## src/adc_pkg.sv

```systemverilog
package adc_pkg;
  localparam logic [11:0] ADDR_CTRL    = 12'h000;
  localparam logic [11:0] ADDR_RESULT  = 12'h004;
  localparam logic [11:0] ADDR_MODE    = 12'h008;
  localparam logic [11:0] ADDR_COMP    = 12'h00c;
  localparam int          CONV_CLOCKS  = 32;
  localparam int          RESULT_BITS  = 8;
  localparam int          TRIAL_CLOCKS = 3;
  localparam logic [7:0]  CODE_FULL    = 8'hff;
  localparam logic [7:0]  CODE_ZERO    = 8'h00;
  localparam logic [7:0]  CODE_MID     = 8'h80;
  localparam logic [4:0]  CH_EXT_LAST  = 5'h04;
  localparam logic [4:0]  CH_REF_HIGH  = 5'h10;
  localparam logic [4:0]  CH_REF_MID   = 5'h11;
  localparam logic [4:0]  CH_REF_LOW   = 5'h12;
  localparam logic [4:0]  CH_TEST      = 5'h13;
  localparam int          BIT_DONE     = 7;
  localparam int          BIT_RC       = 6;
  localparam int          BIT_PWR      = 5;
  localparam int          RC_SETTLE_NS  = 1000;
  localparam int          PWR_SETTLE_NS = 1000;
  localparam int          CLK_NS        = 10;
  localparam int          RC_SETTLE_CYC  = (RC_SETTLE_NS + CLK_NS - 1) / CLK_NS;
  localparam int          PWR_SETTLE_CYC = (PWR_SETTLE_NS + CLK_NS - 1) / CLK_NS;

  typedef struct packed {
    logic       rcClockSelect;
    logic       converterPowerOn;
    logic [4:0] channelSelectField;
  } adc_ctrl_t;

  typedef struct packed {
    adc_ctrl_t  ctrl;
    logic       conversionDoneFlag;
    logic [7:0] result;
    logic       running;
    logic [4:0] convCnt;
    logic [7:0] sarCode;
    logic [7:0] sampleCode;
    logic [4:0] convChannel;
    logic       convRc;
    logic       rcPending;
    logic       rcResultValid;
    logic [7:0] rcResult;
    logic [9:0] settleCnt;
    logic [31:0] prdata;
  } adc_state_t;
endpackage : adc_pkg

```

## src/adc_sar_control.sv

```systemverilog
// The placing of the registers and the APB slave port are this design's own decisions.
`timescale 1ns/1ps
// Contract
// - input at high reference gives ff, at low gives 00, above saturates
// - each conversion takes exactly 32 conversion clocks, clock at least 1 MHz
// - stop mode turns rc oscillator off, power-on bit stays set
// - rc results move into result register on bus clock, one per cycle
// - done flag set when a conversion finishes, result valid
// - done flag cleared by control write or result read
// - after control write, channel converts continuously every 32 cycles
// - each new result overwrites the previous one regardless of flag
// - rc select bit clocks converter from rc oscillator, settle time applies
// - power-on bit enables charge pump and current sources, settle time applies
// - five-bit channel: 00-04 pins, 10 high, 11 mid, 12 low, 13 test
// - in single-chip mode channel 13 converts to zero
// - 8-bit result register updated every time done flag sets
// - input sampled at conversion start, then compared against internal dac
// - wait mode leaves conversion running and done flag untouched
// - stop mode turns off comparator and pump, aborts conversion
// - stop mode leaves result and control registers unchanged
// - five external multiplexed inputs, 8-bit successive-approximation result
module adc_sar_control #(
  parameter int EXT_INPUTS = 5
) (
  input  wire logic                clk,
  input  wire logic                rst,
  input  wire logic                psel,
  input  wire logic                penable,
  input  wire logic                pwrite,
  input  wire logic [11:0]         paddr,
  input  wire logic [31:0]         pwdata,
  output logic      [31:0]         prdata,
  output logic                     pready,
  output logic                     pslverr,
  input  wire logic                stopMode,
  input  wire logic                waitMode,
  input  wire logic                singleChipMode,
  input  wire logic                rcTick,
  input  wire logic                compHigher,
  output logic      [7:0]          dacCode,
  output logic      [4:0]          muxSelect,
  output logic                     sampleHold,
  output logic                     comparatorOn,
  output logic                     chargePumpOn,
  output logic                     rcOscOn,
  output logic                     resultSettled
);

  initial begin
    if (EXT_INPUTS < 1 || EXT_INPUTS > 5) $error("EXT_INPUTS must be 1..5");
  end

  adc_pkg::adc_state_t s_r;
  adc_pkg::adc_state_t s_nxt;

  logic [1:0] stopSync;
  logic [1:0] rcSync;
  logic [1:0] compSync;
  logic       rcSeen_r;
  logic       stopNow;
  logic       rcEdge;
  logic       compNow;
  logic       convTick;
  logic       wrAccess;
  logic       rdAccess;
  logic       wrCtrl;
  logic       rdResult;
  logic       addrOk;
  logic [7:0] ctrlByte;
  logic [7:0] bitMask;
  logic [7:0] trial;
  logic [7:0] finalCode;
  logic       trialEnd;
  logic [1:0] waitSync;
  logic [1:0] chipSync;
  logic       waitNow;
  logic       chipNow;

  // pin inputs pass two flops
  always_ff @(posedge clk) begin
    if (rst) begin
      stopSync <= 2'b00;
      rcSync   <= 2'b00;
      compSync <= 2'b00;
      waitSync <= 2'b00;
      chipSync <= 2'b00;
      rcSeen_r <= 1'b0;
    end else begin
      waitSync <= {waitSync[0], waitMode};
      chipSync <= {chipSync[0], singleChipMode};
      stopSync <= {stopSync[0], stopMode};
      rcSync   <= {rcSync[0], rcTick};
      compSync <= {compSync[0], compHigher};
      rcSeen_r <= rcSync[1];
    end
  end

  assign stopNow = stopSync[1];
  assign compNow = compSync[1];
  assign waitNow = waitSync[1];
  assign chipNow = chipSync[1];
  assign rcEdge  = rcSync[1] & ~rcSeen_r;

  assign wrAccess = psel & penable & pwrite;
  assign rdAccess = psel & penable & ~pwrite;
  assign addrOk   = (paddr == adc_pkg::ADDR_CTRL) || (paddr == adc_pkg::ADDR_RESULT)
                 || (paddr == adc_pkg::ADDR_MODE) || (paddr == adc_pkg::ADDR_COMP);
  assign wrCtrl   = wrAccess && (paddr == adc_pkg::ADDR_CTRL);
  assign rdResult = rdAccess && (paddr == adc_pkg::ADDR_RESULT);
  assign pready   = 1'b1;
  assign pslverr  = psel & penable & ~addrOk;
  assign prdata   = s_r.prdata;

  assign ctrlByte = {s_r.conversionDoneFlag, s_r.ctrl.rcClockSelect,
                     s_r.ctrl.converterPowerOn, s_r.ctrl.channelSelectField};

  assign convTick = s_r.convRc ? rcEdge : 1'b1;

  always_comb begin
    bitMask  = 8'h00;
    trialEnd = 1'b0;
    // each trial held until the synchronised comparator answers
    for (int i = 0; i < adc_pkg::RESULT_BITS; i++) begin
      if (s_r.convCnt >= 5'(adc_pkg::TRIAL_CLOCKS * i + 1)
          && s_r.convCnt <= 5'(adc_pkg::TRIAL_CLOCKS * (i + 1))) bitMask = 8'(8'h80 >> i);
      if (s_r.convCnt == 5'(adc_pkg::TRIAL_CLOCKS * (i + 1))) trialEnd = 1'b1;
    end
    trial = s_r.sarCode | bitMask;
  end

  always_comb begin
    case (s_r.convChannel)
      adc_pkg::CH_REF_HIGH: finalCode = adc_pkg::CODE_FULL;
      adc_pkg::CH_REF_MID:  finalCode = adc_pkg::CODE_MID;
      adc_pkg::CH_REF_LOW:  finalCode = adc_pkg::CODE_ZERO;
      adc_pkg::CH_TEST:     finalCode = chipNow ? adc_pkg::CODE_ZERO : s_r.sarCode;
      default: begin
        if (s_r.convChannel <= adc_pkg::CH_EXT_LAST && 32'(s_r.convChannel) < EXT_INPUTS)
          finalCode = s_r.sarCode;
        else
          finalCode = adc_pkg::CODE_ZERO;
      end
    endcase
  end

  always_comb begin
    s_nxt = s_r;
    // rc result handed over on bus clock
    s_nxt.rcResultValid = 1'b0;
    if (s_r.settleCnt != 10'h000) s_nxt.settleCnt = s_r.settleCnt - 10'h001;
    if (s_r.running && !stopNow && s_r.ctrl.converterPowerOn && convTick) begin
      if (s_r.convCnt == 5'h00) begin
        s_nxt.sarCode    = adc_pkg::CODE_ZERO;
      end else if (trialEnd) begin
        s_nxt.sarCode = compNow ? trial : s_r.sarCode;
      end
      if (s_r.convCnt == 5'(adc_pkg::CONV_CLOCKS - 1)) begin
        s_nxt.convCnt = 5'h00;
        s_nxt.rcPending = s_r.convRc;
        s_nxt.sampleCode = finalCode;
      end else begin
        s_nxt.convCnt = s_r.convCnt + 5'h01;
      end
    end
    if (stopNow) begin
      s_nxt.convCnt = 5'h00;
      s_nxt.rcPending = 1'b0;
    end
    if (s_r.running && !stopNow && s_r.ctrl.converterPowerOn && convTick
        && s_r.convCnt == 5'(adc_pkg::CONV_CLOCKS - 1)) begin
      s_nxt.result = finalCode;
    end
    if (rdResult) s_nxt.conversionDoneFlag = 1'b0;
    if (s_nxt.result != s_r.result || (s_r.running && !stopNow && s_r.ctrl.converterPowerOn
        && convTick && s_r.convCnt == 5'(adc_pkg::CONV_CLOCKS - 1)))
      s_nxt.conversionDoneFlag = 1'b1;
    if (wrCtrl) begin
      // control write clears flag and restarts
      s_nxt.conversionDoneFlag = 1'b0;
      s_nxt.ctrl.rcClockSelect = pwdata[adc_pkg::BIT_RC];
      s_nxt.ctrl.converterPowerOn = pwdata[adc_pkg::BIT_PWR];
      s_nxt.ctrl.channelSelectField = pwdata[4:0];
      s_nxt.running = 1'b1;
      s_nxt.convCnt = 5'h00;
      // source and channel latched at start
      s_nxt.convChannel = pwdata[4:0];
      s_nxt.convRc = pwdata[adc_pkg::BIT_RC];
      // settle timer when power or rc bit goes from clear to set
      if (pwdata[adc_pkg::BIT_PWR] && !s_r.ctrl.converterPowerOn)
        s_nxt.settleCnt = 10'(adc_pkg::PWR_SETTLE_CYC);
      if (pwdata[adc_pkg::BIT_RC] && !s_r.ctrl.rcClockSelect)
        s_nxt.settleCnt = 10'(adc_pkg::RC_SETTLE_CYC);
    end
    // wait mode needs no special handling
    // read data loaded in setup so it stands through the access phase
    if (psel && !penable && !pwrite) begin
      case (paddr)
        adc_pkg::ADDR_CTRL:   s_nxt.prdata = {24'h000000, ctrlByte};
        adc_pkg::ADDR_RESULT: s_nxt.prdata = {24'h000000, s_r.result};
        adc_pkg::ADDR_MODE:   s_nxt.prdata = {29'h0, waitNow, stopNow, chipNow};
        adc_pkg::ADDR_COMP:   s_nxt.prdata = {24'h000000, s_r.sampleCode};
        default:              s_nxt.prdata = 32'h0000_0000;
      endcase
    end
  end

  always_ff @(posedge clk) begin
    if (rst) begin
      s_r <= '0;
    end else begin
      s_r <= s_nxt;
    end
  end

  assign dacCode       = s_r.sarCode | bitMask;
  assign muxSelect     = s_r.convChannel;
  assign sampleHold    = s_r.running && (s_r.convCnt == 5'h00);
  assign comparatorOn  = s_r.ctrl.converterPowerOn & ~stopNow;
  assign chargePumpOn  = s_r.ctrl.converterPowerOn & ~stopNow;
  assign rcOscOn       = s_r.ctrl.rcClockSelect & ~stopNow;
  assign resultSettled = (s_r.settleCnt == 10'h000);

endmodule : adc_sar_control

```

## config.mk

```make
export PLATFORM = sky130hd
export DESIGN_NAME = adc_sar_control
export DESIGN_NICKNAME = d
export VERILOG_FILES = /design/src/adc_pkg.sv /design/src/adc_sar_control.sv
export SDC_FILE = /design/constraint.sdc
export NUM_CORES = 1
export LEC_CHECK = 0
export ABC_AREA = 1
export BUFFER_PORTS_ARGS = -buffer_cell sky130_fd_sc_hd__buf_2
export CORE_ASPECT_RATIO = 1.4
export CORE_MARGIN = 1.5
export CORE_UTILIZATION = 50
export CTS_BUF_LIST = sky130_fd_sc_hd__clkbuf_4 sky130_fd_sc_hd__clkbuf_8 sky130_fd_sc_hd__clkbuf_16
export CTS_CLUSTER_DIAMETER = 200
export DETAILED_ROUTE_END_ITERATION = 6
export PLACE_DENSITY_LB_ADDON = 0.05
export RECOVER_POWER = 25
export SYNTH_ARGS = -nofsm -noshare
export SYNTH_HDL_FRONTEND = slang
export SYNTH_SLANG_ARGS = --single-unit
```

## constraint.sdc

```tcl
create_clock -name clk -period 2.1 [get_ports clk]
set_input_delay 0.105 -clock clk [delete_from_list [all_inputs] [get_ports clk]]
set_output_delay 0.105 -clock clk [all_outputs]
set_load 0.02 [all_outputs]
```

==> Yosys cells after proc, flatten, opt, wreduce, memory -nomap -nowiden <==
Index checks and enable logic that the tools add are counted.
{ "classes": {"addsub": 2, "n_mul": 0, "n_div": 0, "magnitude_cmp": 18, "n_eq_ne": 17, "n_shift": 0, "n_mux": 32, "bitwise": 12, "reduce_logical": 40} }
{ "ops": {"columns": ["cell", "n"], "rows": [
  ["8-bit two-way mux", 14],
  ["8-bit one-hot mux with 4 select lines", 2],
  ["5-bit == test (second input constant)", 8],
  ["10-bit two-way mux", 4],
  ["12-bit by 4-bit == test with 1-bit output (second input constant)", 2],
  ["1-bit logical AND", 20],
  ["5-bit by 4-bit == test with 1-bit output (second input constant)", 3],
  ["5-bit greater-or-equal comparator (second input constant)", 3],
  ["5-bit by 4-bit <= comparator with 1-bit output (second input constant)", 3],
  ["5-bit <= comparator (second input constant)", 3],
  ["12-bit by 3-bit == test with 1-bit output (second input constant)", 1],
  ["12-bit logical NOT", 1],
  ["1-bit two-way mux", 11],
  ["5-bit by 3-bit greater-or-equal comparator with 1-bit output (second input constant)", 2],
  ["5-bit by 4-bit greater-or-equal comparator with 1-bit output (second input constant)", 2],
  ["5-bit by 3-bit <= comparator with 1-bit output (second input constant)", 2],
  ["10-bit logical NOT", 1],
  ["10-bit nonzero test", 1],
  ["10-bit by 1-bit subtractor with 10-bit output (second input constant)", 1],
  ["8-bit != test", 1],
  ["8-bit bitwise OR", 1],
  ["1-bit AND", 7],
  ["2-bit nonzero test", 3],
  ["5-bit by 1-bit adder with 5-bit output (second input constant)", 1],
  ["other kinds (14)", 24]
]} }
{ "totals": {"reg_bits": 91, "latchBits": 0, "ramBits": 0, "mem_bits_ro": 0, "inputBits": 54, "output_inout_bits": 52, "elab_cells": 138, "n_memories": 0} }

==> Depth between registers and ports, before layout <==
{ "depth": {"word_depth": 14, "mapped_depth": 13, "ltp_nobuf": 12} }

==> Least setup slack after synthesis <==
No wires, ideal clock.
{ "synth_path": {"path_type": "reg-to-reg", "from": "register s_r[74] in the netlist's numbering", "to": "register s_r[70] in the netlist's numbering", "setup_time_ns": 0.071, "arrival_time_ns": 1.687, "required_ns": 2.029, "slack_ns": 0.342, "stages_incl_launch_ff": 10, "path_buffers": 0, "synth_period_minus_slack_ns": 1.758, "cell_sequence": "dfxtp_1 -> ha_1 -> inv_1 -> nor2_1 -> ha_1 -> a21oi_1 -> nor2_1 -> o21ai_1 -> nand2_1 -> a21oi_1"} }
{ "synth_via": {"elab_chain_cells": 13, "word_cells_on_any_way": 52, "classes_between": "order compare: 14; eq/ne: 8; mux: 18; bitwise: 1; reduce/logical: 11"} }
{ "synth_rtl": {"columns": ["item", "line_no", "source"], "rows": [
  ["from (decl)", "adc_sar_control.sv:53", "adc_pkg::adc_state_t s_r;"],
  ["from (signal assigned)", "adc_sar_control.sv:211", "s_r <= s_nxt;"],
  ["5-bit by 3-bit greater-or-equal comparator with 1-bit output / 5-bit by 3-bit <= comparator with 1-bit output (equally long branches)", "adc_sar_control.sv:124, adc_sar_control.sv:125", null],
  ["1-bit logical AND", "adc_sar_control.sv:125", "&& s_r.convCnt <= 5'(adc_pkg::TRIAL_CLOCKS * (i + 1))) bitMask = 8'(8'h80 >> i);"],
  ["8-bit two-way mux (6 in series)", "adc_sar_control.sv:124", "if (s_r.convCnt >= 5'(adc_pkg::TRIAL_CLOCKS * i + 1)"],
  ["8-bit two-way mux *", "adc_sar_control.sv:124", null],
  ["8-bit bitwise OR *", null, null],
  ["named net dacCode[4]", "adc_sar_control.sv:40", "output logic [7:0] dacCode,"],
  ["8-bit two-way mux *", "adc_sar_control.sv:155", "s_nxt.sarCode = compNow ? trial : s_r.sarCode;"],
  ["8-bit two-way mux *", "adc_sar_control.sv:154", "end else if (trialEnd) begin"],
  ["8-bit two-way mux *", "adc_sar_control.sv:152", "if (s_r.convCnt == 5'h00) begin"]
]} }
The timed path passes the listed nets; every way through them passes the cells marked *. The select of a mux whose other input is x is not followed.
A chain may end at the register's enable or synchronous reset.

==> Worst setup path in the final report <==
{ "layout_path": {"from": "register s_r[75] in the netlist's numbering", "to": "output dacCode[3]"} }
{ "layout_via": {"elab_chain_cells": 10, "word_cells_on_any_way": 29, "classes_between": "order compare: 14; mux: 7; bitwise: 1; reduce/logical: 7"} }
{ "layout_rtl": {"columns": ["item", "line_no", "source"], "rows": [
  ["5-bit by 3-bit greater-or-equal comparator with 1-bit output / 5-bit by 3-bit <= comparator with 1-bit output (equally long branches)", "adc_sar_control.sv:124, adc_sar_control.sv:125", null],
  ["1-bit logical AND", "adc_sar_control.sv:125", null],
  ["8-bit two-way mux (6 in series)", "adc_sar_control.sv:124", null],
  ["8-bit two-way mux *", "adc_sar_control.sv:124", null],
  ["8-bit bitwise OR *", "adc_sar_control.sv:215", "assign dacCode = s_r.sarCode | bitMask;"],
  ["to (decl)", "adc_sar_control.sv:40", null]
]} }
Every way passes the cells marked *; elsewhere a longest branch is shown, timed or not.

==> metrics.yaml <==
run_status:
  status: "finished, final reports clean"
power_and_ir_drop:
  ir_drop_v: 0.000329
  power_per_cell_area_nw_per_um2: 773
  total_power_uw: 3240
  p_leak_uw: 0.00190
synth:
  synth_edf_count: 0
  synth.distinct_cells: 39
  yosys_warnings: 0
  yosys.area.top_type_share_pct: 35.7
  syn_inst: 541
  yosys-top-cells-area: "dfxtp_1, nand2_1, buf_4"
  synth_top_area_cell: "dfxtp_1"
  syn_area_per_cell_um2: 6.95
  ys.flop_type: "dfxtp_1"
  ys_ff_latch: 67
  async_reset_ff_share_pct: 0
  netlist_area_um2: 3760
  ys_seq_area_share_pct: 35.7
floorplanning:
  core_area_um2: 7310
  die_area_um2: 8060
  rows: 37
  die_y_um: 106
  io_pins: 106
  start_util_pct: 51.4
  dieWidth_um: 76.3
min_path:
  hold-path-cell-count: 3
  hp-start: "pwdata[3]"
  hold_path_end: "muxSelect[3]"
  min_path_type: "primary input to flip-flop"
grt:
  grt_pass1_vias: 3151
  grt_usage_pct: 22.3
  grt_start_max_net_pins: 46
  gr-total-overflow: 0
  grt_pass1_wl_um: 14200
  antenna_found_initial: 0
finish:
  instances_no_fill: 694
  antenna-diode-count: 0
  stdcell_area_um2: 4190
  fin_util_pct: 57.3
  layout.nets: 652
  area_growth_pct: 11.4
  final_layout_size_suffix_gt1_share_pct: 17.4
critical_path:
  worst-path-max-fanout: 3
  cp_slowest_cell: "dfxtp_1"
  crit_path_cell_trace: "ha_1 -> inv_1 -> nor2_1 -> ha_1 -> a21oi_1 -> nor2_1 -> nand3_2 -> nand2_2 -> buf_2"
  cpLargestDelayFamily: "simple AND/OR/NAND/NOR gates"
  reg2reg_depth: 12
  crit_required_ns: 2.00
  reg2reg_slack_ns: 0.32
  crit_buf_inv: 2
  critPathKind: "flip-flop to output port"
  cp-start-kind: "flip-flop"
  end_kind: "output port"
  slowest_delay_ns: 0.36
  r2r-start: "s_r[75]"
  worstPathArrival_ns: 1.88
  rr_endpoint: "s_r[68]"
route:
  wirelength_um: 8600
  via_count: 3384
  viasPerCell: 4.88
  drt_first_pass_iters: 4
  drt_iter0_markers: 220
  drt-wirelength-per-cell_um: 12.4
  ant_nets: 0
  drc_errors: 0
clock_network:
  cts.sinks: 67
  post-cts-setup-buffers: 0
  h-tree-depth: 3
  cts_root_buffer: "clkbuf_8"
  clock_latency_ns: 0.35
  clkTransAtPathRegs_ns: 0.07
  cts_tree: "done"
  cts.path.max_buffers: 2
  numCtsBuffers: 9
sta:
  maxSlewHeadroom_pct: 35.0
  skew_ns: 0.00977
  rsz0062_at_grt: "no"
  fin_crit_ns: 1.99
  maxSlewViolCount: 0
  setup_violations: 0
  fin_crit_sh_pct: 94.7
  timing.final.hold_violations: 0
  fmax_mhz: 503
  setup_tns_ns: 0
  tightestPinTransition_ns: 0.974
run:
  maxCapViolCount: 0
placement:
  dp_hpwl_um: 6430
  place_area_um2: 3930
  gp_congestion: 0.934
  place_inst: 672
  portBuffers: 55
## sequential cells by signal, summed over array words and instances, names as in the netlist, 2 cells and up
signal,count
prdata,8
ctrlByte,2
compSync,2
stopSync,2
s_r,41
waitSync,2
rcSync,2
muxSelect,5
chipSync,2
## cell families (layout without fill, tap and decap cells)
| kind of cell | count (synthesis) | count (layout) | share of synthesized area (%) |
|---|---|---|---|
| adders and majority gates | 6 | 6 | 2.00 |
| buffers and inverters | 125 | 158 | 17.4 |
| and+or+nand+nor | 250 | 250 | 30.7 |
| xor gates and xnor gates | 8 | 8 | 1.86 |
| DFF | 67 | 67 | 35.7 |
| other | 2 | 25 | 0.200 |
| AOI/OAI and AO/OA | 83 | 83 | 12.1 |
## worst register-to-register path: cells and delay by family, from the launching register on
family / cells / cell delay [ns]
AOI/OAI and AO/OA: 1 / 0.05
adders and majority gates: 2 / 0.38
buffers and inverters: 3 / 0.26
DFF: 1 / 0.33
and+or+nand+nor: 6 / 0.58
## power by group
group | internal [µW] | leakage (µW) | switching (µW)
registers | 1340 | 0.000544 | 46.0
clock network | 745 | 0.000116 | 489
logic | 228 | 0.00124 | 386
## final cells by class
cell class / instances / area (µm²)
Clock buffer: 12 / 159
Fill cell: 757 / 3130
Tap cell: 97 / 121
Multi-Input combinational cell: 372 / 1830
Inverter: 73 / 279
Sequential cell: 67 / 1340
Clock inverter: 4 / 72.6
Timing Repair Buffer: 69 / 380
## metal layers
metal  vias to the layer above  global-route usage [%]  part of all wire [%]
li1                       1762                       -                     -
met1                      1519                    24.4                    42
met2                        81                    40.4                    51
met3                        22                    4.07                   3.3
met4                         0                    12.0                   3.2
met5                         -                       0                     0
## layout by cell type (no fill, tap or decap), types with 2 or more instances in the layout
master,netlist,layout
buf_2,1,45
nor2_1,49,50
nor3_4,2,2
dfxtp_1,67,67
a31oi_1,2,2
nand2_1,127,127
bufinv_16,0,2
inv_1,63,63
ha_1,6,6
xor2_1,7,7
buf_4,42,7
nand2_2,4,4
inv_2,7,7
clkbuf_8,0,11
nor2_4,3,3
a21oi_1,45,45
clkinv_2,2,3
o21ai_1,3,3
or2_2,2,2
o211ai_1,7,7
nand3_2,6,6
nand4_1,9,9
dlygate4sd3_1,0,6
o21ai_0,20,20
nor3_1,6,6
a21oi_2,3,3
conb_1,2,25
nor2_2,3,2
clkbuf_1,6,10
nand3_1,33,34
## cell usage after synthesis, types with 6 or more instances
cell type    n
nand4_1      9
clkbuf_1     6
xor2_1       7
dfxtp_1     67
nand3_1     33
nor3_1       6
inv_2        7
ha_1         6
o211ai_1     7
inv_1       63
buf_4       42
o21ai_0     20
nand3_2      6
nand2_1    127
nor2_1      49
a21oi_1     45
## stage by stage
| stage | hold WS, ns | setup slack (ns) |
|---|---|---|
| after floorplan | 0.212 | 0.342 |
| after global placement | 0.305 | 0.368 |
| after detailed placement | 0.314 | 0.353 |
| after CTS | 0.0380 | 0.130 |
| after global routing | 0.0543 | 0.00661 |
| final | 0.0549 | 0.111 |
## how the worst max path moves through the flow
stage	startpoint	cells past startpoint	slack, ns	to
after floorplan	s_r[74]	9	0.34	s_r[70]
after global placement	s_r[74]	12	0.37	s_r[73]
after detailed placement	s_r[75]	12	0.35	s_r[73]
after CTS	s_r[75]	9	0.13	dacCode[3]
after global routing	s_r[75]	9	0.007	dacCode[3]
final	s_r[75]	9	0.11	dacCode[3]
## repair_timing
item / CTS / global route
hold buffers: 6 / 0
gates resized for setup: 0 / 0
setup endpoints to repair: 0 / 0
hold endpoints to repair: 6 / 0
(Power assumes the default switching activity.)
